`src/fcct_pkg.sv`:
```
// Purpose: shared constants for the four-channel counter/timer
// Assumes: one 40 MHz system clock, host on a parallel I/O bus
// Notes:   control word bit positions, vector layout, prescaler counts and opcodes
package fcct_pkg;
    // ==========================================================
    // sizes
    localparam int unsigned NUM_CH   = 4;
    localparam int unsigned DATA_W   = 8;
    localparam int unsigned SEL_W    = 2;
    localparam int unsigned PRE_W    = 8;
    // ==========================================================
    // control word fields
    localparam int unsigned CW_IE_BIT    = 7;
    localparam int unsigned CW_MODE_BIT  = 6;
    localparam int unsigned CW_PRE_BIT   = 5;
    localparam int unsigned CW_EDGE_BIT  = 4;
    localparam int unsigned CW_TRIG_BIT  = 3;
    localparam int unsigned CW_TC_BIT    = 2;
    localparam int unsigned CW_RST_BIT   = 1;
    localparam int unsigned CW_CTRL_BIT  = 0;
    localparam logic [7:0]  CW_RESET_VAL = 8'h00;
    // ==========================================================
    // vector layout
    localparam int unsigned VEC_BASE_LSB = 3;
    localparam int unsigned VEC_BASE_W   = 5;
    localparam logic [7:0]  VEC_RESET    = 8'h00;
    // ==========================================================
    // prescaler terminal counts (divide by 16 or 256)
    localparam logic [7:0]  PRE_LAST_16  = 8'h0f;
    localparam logic [7:0]  PRE_LAST_256 = 8'hff;
    localparam logic [7:0]  CNT_ZERO     = 8'h00;
    localparam logic [7:0]  CNT_ONE      = 8'h01;
    // ==========================================================
    // return-from-interrupt opcode bytes
    localparam logic [7:0]  RET_OP_PREFIX = 8'hed;
    localparam logic [7:0]  RET_OP_SECOND = 8'h4d;
endpackage : fcct_pkg

```
`src/fcct_sync.sv`:
```
// Purpose: two flip-flop synchroniser for one pin level
// Assumes: input asynchronous to clk_i
// Notes:   first stage is read only by the second stage
`timescale 1ns/1ps
`default_nettype none
module fcct_sync (
    input  wire logic clk_i,
    input  wire logic rst_n_i,
    input  wire logic d_i,
    output logic      q_o
);
    typedef struct packed {
        logic s1;
        logic s2;
    } fcct_sync_s;
    fcct_sync_s st_q;
    fcct_sync_s st_d;

    // ==========================================================
    // shift chain
    always_comb begin
        st_d    = st_q;
        st_d.s1 = d_i;
        st_d.s2 = st_q.s1;
    end

    always_ff @(posedge clk_i or negedge rst_n_i) begin
        if (!rst_n_i) begin
            st_q <= '0;
        end else begin
            st_q <= st_d;
        end
    end

    assign q_o = st_q.s2;
endmodule : fcct_sync
`default_nettype wire

```
`src/fcct_channel.sv`:
```
// Purpose: one counter/timer channel: control, constant, prescaler, down-counter
// Assumes: trigger input already synchronised; write strobe is one cycle
// Notes:   zero time constant byte means 256
`timescale 1ns/1ps
`default_nettype none
module fcct_channel #(
    parameter int unsigned DW = fcct_pkg::DATA_W
) (
    input  wire logic          clk_i,
    input  wire logic          rst_n_i,
    input  wire logic          wr_i,
    input  wire logic [DW-1:0] wdata_i,
    input  wire logic          trig_i,
    output logic [DW-1:0]      count_o,
    output logic [DW-1:0]      ctrl_o,
    output logic               zero_o
);
    typedef struct packed {
        logic [DW-1:0] ctrl;
        logic [DW-1:0] tc;
        logic [DW-1:0] cnt;
        logic [7:0]    pre;
        logic          tc_next;
        logic          running;
        logic          waiting;
        logic          trig_old;
        logic          zero;
    } fcct_ch_s;
    fcct_ch_s st_q;
    fcct_ch_s st_d;

    logic is_ctrl;
    logic edge_hit;
    logic pre_tick;
    logic step;

    // ==========================================================
    // edge and tick detection
    always_comb begin
        is_ctrl  = wdata_i[fcct_pkg::CW_CTRL_BIT];
        edge_hit = st_q.ctrl[fcct_pkg::CW_EDGE_BIT] ? (trig_i & ~st_q.trig_old)
                                                    : (~trig_i & st_q.trig_old);
        pre_tick = (st_q.pre == (st_q.ctrl[fcct_pkg::CW_PRE_BIT] ?
                   fcct_pkg::PRE_LAST_256 : fcct_pkg::PRE_LAST_16));
        step     = st_q.running & (st_q.ctrl[fcct_pkg::CW_MODE_BIT] ? edge_hit
                                                                    : pre_tick);
    end

    // ==========================================================
    // next state
    always_comb begin
        st_d          = st_q;
        st_d.trig_old = trig_i;
        st_d.zero     = 1'b0;
        // prescaler runs only while timing
        if (st_q.running && !st_q.ctrl[fcct_pkg::CW_MODE_BIT]) begin
            st_d.pre = pre_tick ? 8'h00 : st_q.pre + 8'h01;
        end else begin
            st_d.pre = 8'h00;
        end
        // waiting for trigger edge before timing starts
        if (st_q.waiting && edge_hit) begin
            st_d.waiting = 1'b0;
            st_d.running = 1'b1;
        end
        // count; wrap at one so zero byte (256) takes a full pass
        if (step) begin
            if (st_q.cnt == fcct_pkg::CNT_ONE) begin
                st_d.cnt  = st_q.tc;
                st_d.zero = 1'b1;
            end else begin
                st_d.cnt = st_q.cnt - 8'h01;
            end
        end
        // host writes
        if (wr_i) begin
            if (st_q.tc_next) begin
                st_d.tc      = wdata_i;
                st_d.tc_next = 1'b0;
                // constant taken: later bytes with bit 0 clear are vector words
                st_d.ctrl[fcct_pkg::CW_TC_BIT] = 1'b0;
                // a running channel keeps its count until zero
                if (!st_q.running) begin
                    st_d.cnt = wdata_i;
                    if (st_q.ctrl[fcct_pkg::CW_MODE_BIT] ||
                        !st_q.ctrl[fcct_pkg::CW_TRIG_BIT]) begin
                        st_d.running = 1'b1;
                    end else begin
                        st_d.waiting = 1'b1;
                    end
                end
            end else if (is_ctrl) begin
                st_d.ctrl    = wdata_i;
                st_d.tc_next = wdata_i[fcct_pkg::CW_TC_BIT];
                if (wdata_i[fcct_pkg::CW_RST_BIT]) begin
                    st_d.running = 1'b0;
                    st_d.waiting = 1'b0;
                    st_d.zero    = 1'b0;
                end
            end
        end
    end

    always_ff @(posedge clk_i or negedge rst_n_i) begin
        if (!rst_n_i) begin
            st_q <= '0;
        end else begin
            st_q <= st_d;
        end
    end

    assign count_o = st_q.cnt;
    assign ctrl_o  = st_q.ctrl;
    assign zero_o  = st_q.zero;
endmodule : fcct_channel
`default_nettype wire

```
`src/fcct_top.sv`:
```
// Purpose: four-channel 8-bit counter/timer with daisy-chain vectored interrupts
// Assumes: host bus strobes are synchronous to clk_i, active low, one access
//          per strobe assertion; triggers are asynchronous pins
// Notes:   data bus split into in/out/enable, enable low while driving
// How it works
// - each channel has 8-bit constant, control, readable down-counter, prescaler
// - control and constant writes and reads go to the channel named by select code
// - select code is hi input as msb, lo input as lsb
// - written bit 0 one is control word, zero is vector word
// - control bits 7..4 are irq enable, mode, prescale, trigger edge
// - timer mode bit 3 waits for trigger edge, else starts on load
// - bit 2 means constant follows; bit 1 soft-resets the channel
// - prescaler runs in timer mode only, dividing clock by 16 or 256
// - counter mode steps per trigger edge, timer mode per prescaler tick
// - on reaching zero the counter reloads from the constant
// - constants 1 through 256 are accepted in both modes
// - new constant while running loads only after current count ends
// - a read returns the selected channel's down-counter
// - channels 0-2 pulse zero-count output high at zero; channel 3 none
// - enabled channel requests an interrupt at every zero
// - channel 0 has highest priority, channel 3 lowest
// - lower priority waits behind unfinished higher service; higher may nest
// - chain out high only if chain in high and nothing in service
// - acknowledge with chain in high drives base, channel code, zero
// - return opcode seen on bus ends in-service of serviced channel
// - reset stops counting and clears interrupt enables
`timescale 1ns/1ps
`default_nettype none
module fcct_top #(
    parameter int unsigned NCH = fcct_pkg::NUM_CH,
    parameter int unsigned DW  = fcct_pkg::DATA_W
) (
    input  wire logic          clk_i,
    input  wire logic          rst_n_i,
    input  wire logic          chip_en_n_i,
    input  wire logic          ioreq_n_i,
    input  wire logic          rd_n_i,
    input  wire logic          m1_n_i,
    input  wire logic          channel_select_lo_i,
    input  wire logic          channel_select_hi_i,
    input  wire logic [DW-1:0] data_i,
    output logic [DW-1:0]      data_o,
    output logic               data_oe_n_o,
    input  wire logic [NCH-1:0] count_trigger_in_i,
    output logic [2:0]         zero_count_pulse_out_o,
    output logic               int_n_o,
    output logic               int_oe_n_o,
    input  wire logic          priority_chain_in_i,
    output logic               priority_chain_out_o
);
    typedef struct packed {
        logic [DW-1:0]  rdata;
        logic           drive;
        logic           acc_old;
        logic [4:0]     vec_base;
        logic [NCH-1:0] pend;
        logic [NCH-1:0] insvc;
        logic           saw_prefix;
        logic           fetch_old;
        logic [2:0]     zc;
        logic           irq;
        logic           chain_out;
    } fcct_top_s;
    fcct_top_s st_q;
    fcct_top_s st_d;

    logic [NCH-1:0]         trig_s;
    logic [NCH-1:0]         wr_ch;
    logic [NCH-1:0]         zero;
    logic [NCH-1:0][DW-1:0] cnt;
    logic [NCH-1:0][DW-1:0] ctrl;
    logic [1:0]             sel;
    logic                   io_acc;
    logic                   wr_stb;
    logic                   ack;
    logic                   fetch;
    logic                   fetch_end;
    logic [NCH-1:0]         svc_mask;
    logic [NCH-1:0]         pend_next;
    logic [1:0]             win_code;
    logic                   win_ok;
    logic [1:0]             svc_code;
    logic                   svc_any;

    // ==========================================================
    // pin synchronisers and channels
    genvar g;
    generate
        for (g = 0; g < NCH; g++) begin : g_ch
            fcct_sync u_sync (
                .clk_i   (clk_i),
                .rst_n_i (rst_n_i),
                .d_i     (count_trigger_in_i[g]),
                .q_o     (trig_s[g])
            );
            fcct_channel #(.DW(DW)) u_ch (
                .clk_i   (clk_i),
                .rst_n_i (rst_n_i),
                .wr_i    (wr_ch[g]),
                .wdata_i (data_i),
                .trig_i  (trig_s[g]),
                .count_o (cnt[g]),
                .ctrl_o  (ctrl[g]),
                .zero_o  (zero[g])
            );
        end
    endgenerate

    // ==========================================================
    // bus decode: one write per assertion of the access
    always_comb begin
        sel       = {channel_select_hi_i, channel_select_lo_i};
        io_acc    = ~chip_en_n_i & ~ioreq_n_i & m1_n_i;
        wr_stb    = io_acc & rd_n_i & ~st_q.acc_old;
        ack       = ~ioreq_n_i & ~m1_n_i;
        fetch     = ~m1_n_i & ~rd_n_i & ioreq_n_i;
        fetch_end = st_q.fetch_old & ~fetch;
        wr_ch     = '0;
        // vector words go to the shared base, not a channel
        if (wr_stb && data_i[fcct_pkg::CW_CTRL_BIT]) begin
            wr_ch[sel] = 1'b1;
        end
        // a channel expecting its constant takes any byte
        for (int i = 0; i < NCH; i++) begin
            if (wr_stb && sel == i[1:0] && ctrl[i][fcct_pkg::CW_TC_BIT] &&
                !data_i[fcct_pkg::CW_CTRL_BIT]) begin
                wr_ch[i] = 1'b1;
            end
        end
    end

    // ==========================================================
    // priority: lowest-numbered pending channel not blocked by service
    always_comb begin
        pend_next = st_q.pend;
        for (int i = 0; i < NCH; i++) begin
            if (zero[i] && ctrl[i][fcct_pkg::CW_IE_BIT]) begin
                pend_next[i] = 1'b1;
            end
            if (!ctrl[i][fcct_pkg::CW_IE_BIT]) begin
                pend_next[i] = 1'b0;
            end
        end
        svc_mask = '0;
        svc_any  = 1'b0;
        svc_code = 2'b00;
        // channels at or below the highest in service are blocked
        for (int i = NCH - 1; i >= 0; i--) begin
            if (st_q.insvc[i]) begin
                svc_any  = 1'b1;
                svc_code = i[1:0];
            end
        end
        for (int i = 0; i < NCH; i++) begin
            svc_mask[i] = svc_any && (i[1:0] >= svc_code);
        end
        win_ok   = 1'b0;
        win_code = 2'b00;
        for (int i = NCH - 1; i >= 0; i--) begin
            if (st_q.pend[i] && !svc_mask[i]) begin
                win_ok   = 1'b1;
                win_code = i[1:0];
            end
        end
    end

    // ==========================================================
    // next state
    always_comb begin
        st_d           = st_q;
        st_d.acc_old   = io_acc;
        st_d.fetch_old = fetch;
        st_d.pend      = pend_next;
        st_d.drive     = 1'b0;
        st_d.rdata     = '0;
        if (io_acc && !rd_n_i) begin
            st_d.drive = 1'b1;
            st_d.rdata = cnt[sel];
        end
        if (wr_stb && !data_i[fcct_pkg::CW_CTRL_BIT] && wr_ch == '0) begin
            st_d.vec_base = data_i[DW-1:fcct_pkg::VEC_BASE_LSB];
        end
        // acknowledge: vector picked on the first cycle stands until release,
        // since acc_old is set after the first cycle and holds drive and rdata while ack stays asserted
        if (ack && st_q.acc_old) begin
            st_d.drive = st_q.drive;
            st_d.rdata = st_q.rdata;
        end else if (ack && priority_chain_in_i && win_ok) begin
            st_d.drive = 1'b1;
            st_d.rdata = {st_q.vec_base, win_code, 1'b0};
            // a zero in the same cycle is a new request: set wins
            st_d.pend[win_code]  = zero[win_code] &
                                   ctrl[win_code][fcct_pkg::CW_IE_BIT];
            st_d.insvc[win_code] = 1'b1;
        end
        st_d.acc_old = io_acc | ack;
        // return opcode pair on consecutive fetches; byte taken at fetch end
        if (fetch_end) begin
            st_d.saw_prefix = 1'b0;
            if (st_q.saw_prefix && data_i == fcct_pkg::RET_OP_SECOND &&
                priority_chain_in_i && svc_any) begin
                st_d.insvc[svc_code] = 1'b0;
            end else if (data_i == fcct_pkg::RET_OP_PREFIX) begin
                st_d.saw_prefix = 1'b1;
            end
        end
        for (int i = 0; i < 3; i++) begin
            st_d.zc[i] = zero[i];
        end
        st_d.irq       = |(st_d.pend & ~svc_mask);
        st_d.chain_out = priority_chain_in_i & ~(|st_d.insvc);
    end

    // ==========================================================
    // state register
    always_ff @(posedge clk_i or negedge rst_n_i) begin
        if (!rst_n_i) begin
            st_q <= '0;
        end else begin
            st_q <= st_d;
        end
    end

    // chain out lags chain in by one cycle; registered outputs except int_n_o, tied low
    assign data_o                 = st_q.rdata;
    assign data_oe_n_o            = ~st_q.drive;
    assign zero_count_pulse_out_o = st_q.zc;
    assign int_n_o                = 1'b0;
    assign int_oe_n_o             = ~st_q.irq;
    assign priority_chain_out_o   = st_q.chain_out;
endmodule : fcct_top
`default_nettype wire

```
`config.mk`:
```
export PLATFORM = sky130hd
export DESIGN_NAME = fcct_top
export DESIGN_NICKNAME = d
export VERILOG_FILES = /design/src/fcct_pkg.sv /design/src/fcct_sync.sv /design/src/fcct_channel.sv /design/src/fcct_top.sv
export SDC_FILE = /design/constraint.sdc
export NUM_CORES = 1
export LEC_CHECK = 0
export ABC_AREA = 1
export BUFFER_PORTS_ARGS = -buffer_cell sky130_fd_sc_hd__buf_2
export CAP_MARGIN = 20
export CORE_MARGIN = 1
export CORE_UTILIZATION = 50
export DETAILED_ROUTE_END_ITERATION = 8
export PLACE_DENSITY_LB_ADDON = 0.05
export SYNTH_ARGS = -nofsm -noshare
export SYNTH_HDL_FRONTEND = slang
export SYNTH_SLANG_ARGS = --single-unit
```
`constraint.sdc`:
```
create_clock -name clk_i -period 1.9 [get_ports clk_i]
set_clock_uncertainty 0.1 [all_clocks]
set_input_delay 0.19 -clock clk_i [delete_from_list [all_inputs] [get_ports clk_i]]
set_output_delay 0.19 -clock clk_i [all_outputs]
set_load 0.005 [all_outputs]
```
==> Word level (Yosys, flattened, before mapping) <==
Cells that the tools add are included.
{ "word_totals": {"reg_bits": 186, "latch_bits": 0, "ram_bits": 0, "romBits": 0, "input_bits": 21, "output_inout_bits": 15, "word_cells": 376, "memories": 0} }
{ "classes": {"add_sub_neg": 8, "mul": 0, "div_mod_pow": 0, "magnitude_cmp": 10, "n_eq_ne": 13, "shift": 0, "n_mux": 154, "bitwise_logic": 49, "n_reduce_logical": 83} }
{ "op_table": {"columns": ["op", "n"], "rows": [
  ["$mux W8", 36],
  ["$mux W1", 70],
  ["$mux W2", 24],
  ["$logic_and A1 B1 Y1", 45],
  ["$mux W3", 12],
  ["$add A8 B1 Y8 const B", 4],
  ["$bmux W8 S2", 2],
  ["$eq A8 B1 Y1 const B", 4],
  ["$eq A8 B8 Y1", 4],
  ["$sub A8 B1 Y8 const B", 4],
  ["$and A1 B1 Y1", 22],
  ["$not A1 Y1", 21],
  ["$mux W9", 2],
  ["$reduce_and A2 Y1", 8],
  ["$logic_not A1 Y1", 14],
  ["$reduce_and A3 Y1", 4],
  ["$lt A2 B3 Y1 const B", 3],
  ["$and A4 B4 Y4", 2],
  ["$eq A8 B7 Y1 const B", 1],
  ["$eq A8 B8 Y1 const B", 1],
  ["$mux W4", 2],
  ["$not A4 Y4", 2],
  ["$reduce_bool A2 Y1", 4],
  ["$reduce_or A4 Y1", 2],
  ["14 further kinds", 24]
]} }

==> Logic depth before layout (Yosys ltp) <==
{ "depth": {"word_depth": 25, "depth_mapped": 14} }

==> Hierarchy <==
Synthesis repeated with hierarchy kept, for this count alone.
{ "unflattened": {"hier_cells": 1326, "hier_area_um2": 10383.7} }
{ "by_module_without_submodules": {"columns": ["module", "instances", "cells_each", "area_per_inst_um2"], "rows": [
  ["fcct_channel", 4, 263, 2054.5],
  ["fcct_top", 1, 266, 1965.6],
  ["fcct_sync", 4, 2, 50.0]
]} }

==> Least setup slack after synthesis <==
Ideal clock, no wire load.
{ "synth_path": {"kind": "register -> register", "startpoint": "reg st_q[7] in the netlist's numbering", "endpoint": "reg st_q[1] in the netlist's numbering", "setup_time_ps": 119, "arrival_ps": 1516, "required_time_ps": 1681, "setup_slack_ps": 165, "path_stages_with_launch": 14, "path_buffers": 0, "cell_sequence": "dfrtp_1 > nor2_2 > nand3_2 > nand2_1 > o21ai_2 > inv_2 > nand2_1 > nor2_1 > or2_1 > nand2_1 > nand2_1 > nand2_1 > inv_1 > nand2_1"} }
{ "synth_lines": {"columns": ["item", "line", "source"], "rows": [
  ["from (decl)", "fcct_top.sv:64", "fcct_top_s st_q;"],
  ["from (signal assigned)", "fcct_top.sv:220", "st_q <= st_d;"]
]} }

==> flow_summary.json <==
{
  "synth_flop_cell": "dfrtp_1",
  "critical_path_required_ps": 2170,
  "vias_per_cell": 5.29,
  "antennaDiodeCount": 0,
  "switching_share_pct": 31.6,
  "postPlaceCellArea_um2": 9790,
  "synth_area_per_cell_um2": 8.07,
  "min_period_ps": 1870,
  "path_clk_slew_ps": 60,
  "clock-sinks": 178,
  "cts_tree": "done",
  "worst_setup_path_end_kind": "register",
  "slew_headroom_pct": 61.8,
  "ys_types": 47,
  "vias": 7688,
  "p_seq_share_pct": 43.6,
  "ys_seq_elements": 178,
  "slew_violations": 0,
  "grt_first_pass_wirelength_um": 37000,
  "die_x_um": 135,
  "p_leak_nw": 5.18,
  "power_density_nw_per_um2": 1020,
  "rsz0062_at_grt": "yes",
  "cts.path.max_buffers": 2,
  "p_total_w": 0.0110,
  "worstMarginPinSlew_ps": 573,
  "finalWorstSetupSlack_ps": 26.2,
  "place_hpwl_um": 16600,
  "path_buf_inv": 4,
  "cp_slowest_cell": "dlygate4sd3_1",
  "row_count": 48,
  "cp_common_cell": "nand3_1",
  "antenna_left": 0,
  "dieArea_um2": 18300,
  "hold_path_class": "input pin to register",
  "synth_warnings": 0,
  "die_y_um": 135,
  "multiInputGateArea_um2": 3860,
  "grt_max_degree": 55,
  "nets": 1251,
  "ir_drop_mv": 0.657,
  "h-tree-depth": 4,
  "hold_slack_ps": 37.7,
  "syn2layout_area_growth_pct": 21.4,
  "p_int_w": 0.00751,
  "critPathTopFamily": "buffers and inverters",
  "period_share_pct": 98.6,
  "antenna_found_initial": 0,
  "synth_most_common_cell": "nand2_1",
  "clock_latency_ps": 430,
  "drt_iter0_markers": 507,
  "cts_made_buffers": 17,
  "place_congestion": 0.924,
  "place_worst_setup_slack_ps": -52.3,
  "drive_gt1_share_pct": 19.0,
  "syn-cell-area_um2": 8870,
  "crit_path_cell_trace": "dlygate4sd3_1 > buf_2 > inv_1 > nand3_1 > nor3_1 > nand3_1 > o31ai_1 > nand3_1 > nor3_2 > buf_4",
  "drt-total-wl_um": 23000,
  "yosysSeqAreaShare_pct": 50.2,
  "arrival_ps": 2140,
  "synth_edf_count": 0,
  "async_reset_ff_share_pct": 100,
  "fmax_ghz": 0.534,
  "synthTopCellsByCount": "nand2_1, dfrtp_1, o21ai_0, inv_1, nor2_1",
  "gr-total-overflow": 0,
  "coreArea_um2": 17300,
  "ioPinCount": 36,
  "synthCells": 1099,
  "netlist.area_leader.share_pct": 50.2,
  "mappedNetlistNets": 1132,
  "max_stage_delay_ps": 530,
  "drc": 0,
  "grt_pass1_vias": 7208,
  "p_sw_w": 0.00347,
  "start_util_pct": 51.3,
  "yosysTopAreaCell": "dfrtp_1",
  "firstDrtPassIters": 7,
  "start_kind": "input pin",
  "finalSetupViolations": 0,
  "cap_violations": 0,
  "grtUsageTotal_pct": 26.8,
  "final_area_um2": 10800,
  "finalSetupTns_ps": 0,
  "wl_per_cell_um": 15.8,
  "p_clk_share_pct": 32.5,
  "io_buffers": 34,
  "cts-root-buf": "clkbuf_16",
  "fillers": 1511,
  "status": "complete, no violations",
  "hold_viol": 0,
  "pwr-share-comb_pct": 23.8,
  "ff_latch_area_um2": 4460,
  "crit_path_max_fanout": 4,
  "yosys-top-cells-area": "dfrtp_1, nand2_1, o21ai_0",
  "crit_type": "input pin to register"
}
final cells by class:
cell class	count	share of cell area, %
clock buffers	17	3.95
clock inverters	13	1.49
repair buffers	135	9.35
flip-flops and latches	178	41.4
well taps	225	2.61
inverters	152	5.32
multi-input cells	734	35.9
cell usage in the layout, fill, tap and decap left out, types with 4 or more instances in the layout:
cell           instances
a211oi_1               4
a21oi_1               59
a22oi_1                6
a31oi_1               11
buf_2                 33
buf_4                 83
buf_6                  4
clkbuf_16             17
clkinv_2               4
dfrtp_1              177
dlygate4sd3_1         12
ha_1                  11
inv_1                137
inv_2                 14
inv_6                  4
nand2_1              207
nand2_2               11
nand2_4                6
nand3_1               38
nand3_2                8
nand4_1               10
nor2_1                93
nor2_2                18
nor2_4                 7
nor3_1                14
nor3_2                 4
nor3b_1                6
o211ai_1              13
o21ai_0              140
o21ai_1                7
o22ai_1               19
xnor2_1                5
xor2_1                 9
cell families after synthesis:
| group | Yosys count | synth area share, % |
|---|---|---|
| AND/OR/NAND/NOR | 432 | 21.1 |
| AO/OA/AOI/OAI | 275 | 17.1 |
| buffers and inverters | 187 | 8.48 |
| flip-flops | 178 | 50.2 |
| XOR/XNOR | 14 | 1.38 |
| adder cells (fa/ha/maj) | 12 | 1.69 |
| other | 1 | 0.0423 |
tightest hold or removal path, stage by stage:
cell and delay [ps]:
buf_2 170, nand2_1 90, o21ai_0 70
sequential cells by signal (all words and copies together) (netlist names):
name                    cells
g_ch.u_ch.count_o          32
data_o                      8
g_ch.u_ch.ctrl_o           24
zero_count_pulse_out_o      3
g_ch.u_sync.st_d            4
priority_chain_out_o        1
st_q                       18
g_ch.u_sync.q_o             4
g_ch.u_ch.zero_o            4
g_ch.u_ch.st_q             80
metrics by stage:
stage          instances  utilization, %
2_1_floorplan       1099               -
3_3_place_gp        1405            56.6
3_5_place_dp        1405            56.6
4_1_cts             1447            60.8
5_1_grt             1454            62.3
6_report            1454            62.3
power groups by stage:
| stage | sequential, W | combinational (W) | clock, W |
|---|---|---|---|
| 2_1_floorplan | 0.00475 | 0.00170 | 0 |
| 3_3_place_gp | 0.00484 | 0.00244 | 0 |
| 3_5_place_dp | 0.00485 | 0.00249 | 0 |
| 4_1_cts | 0.00479 | 0.00252 | 0.00363 |
| 5_1_grt | 0.00486 | 0.00300 | 0.00380 |
| 6_report | 0.00479 | 0.00262 | 0.00357 |
metal layers:
metal,track usage (%),wire [µm]
met1,37.3,10700
met2,41.8,10600
met3,4.90,1240
met4,9.93,480
met5,0,0
path summary, 6_finish.rpt:
check	start	to	slack (ps)	cells after the start
setup / recovery	data_i[7]	priority_chain_out_o	30	10
hold / removal	data_i[4]	g_ch[1].u_ch.ctrl_o[4]	40	3
setup reg to reg	st_q[7]	st_q[1]	30	14
hold reg to reg	g_ch[1].u_sync.st_d[0]	g_ch[1].u_sync.q_o	250	0
max in group asynchronous	rst_n_i	st_q[7]	960	3
min in group asynchronous	rst_n_i	g_ch[3].u_ch.st_q[7]	110	2
timing repair:
item	CTS	global route
cloned	0	0
hold buffers	12	0
gates resized for setup	4	69
hold endpoints to repair	189	0
setup buffers	0	7
pin swaps	0	16
setup endpoints to repair	4	39
No activity file was read; power rests on OpenSTA's default activity.
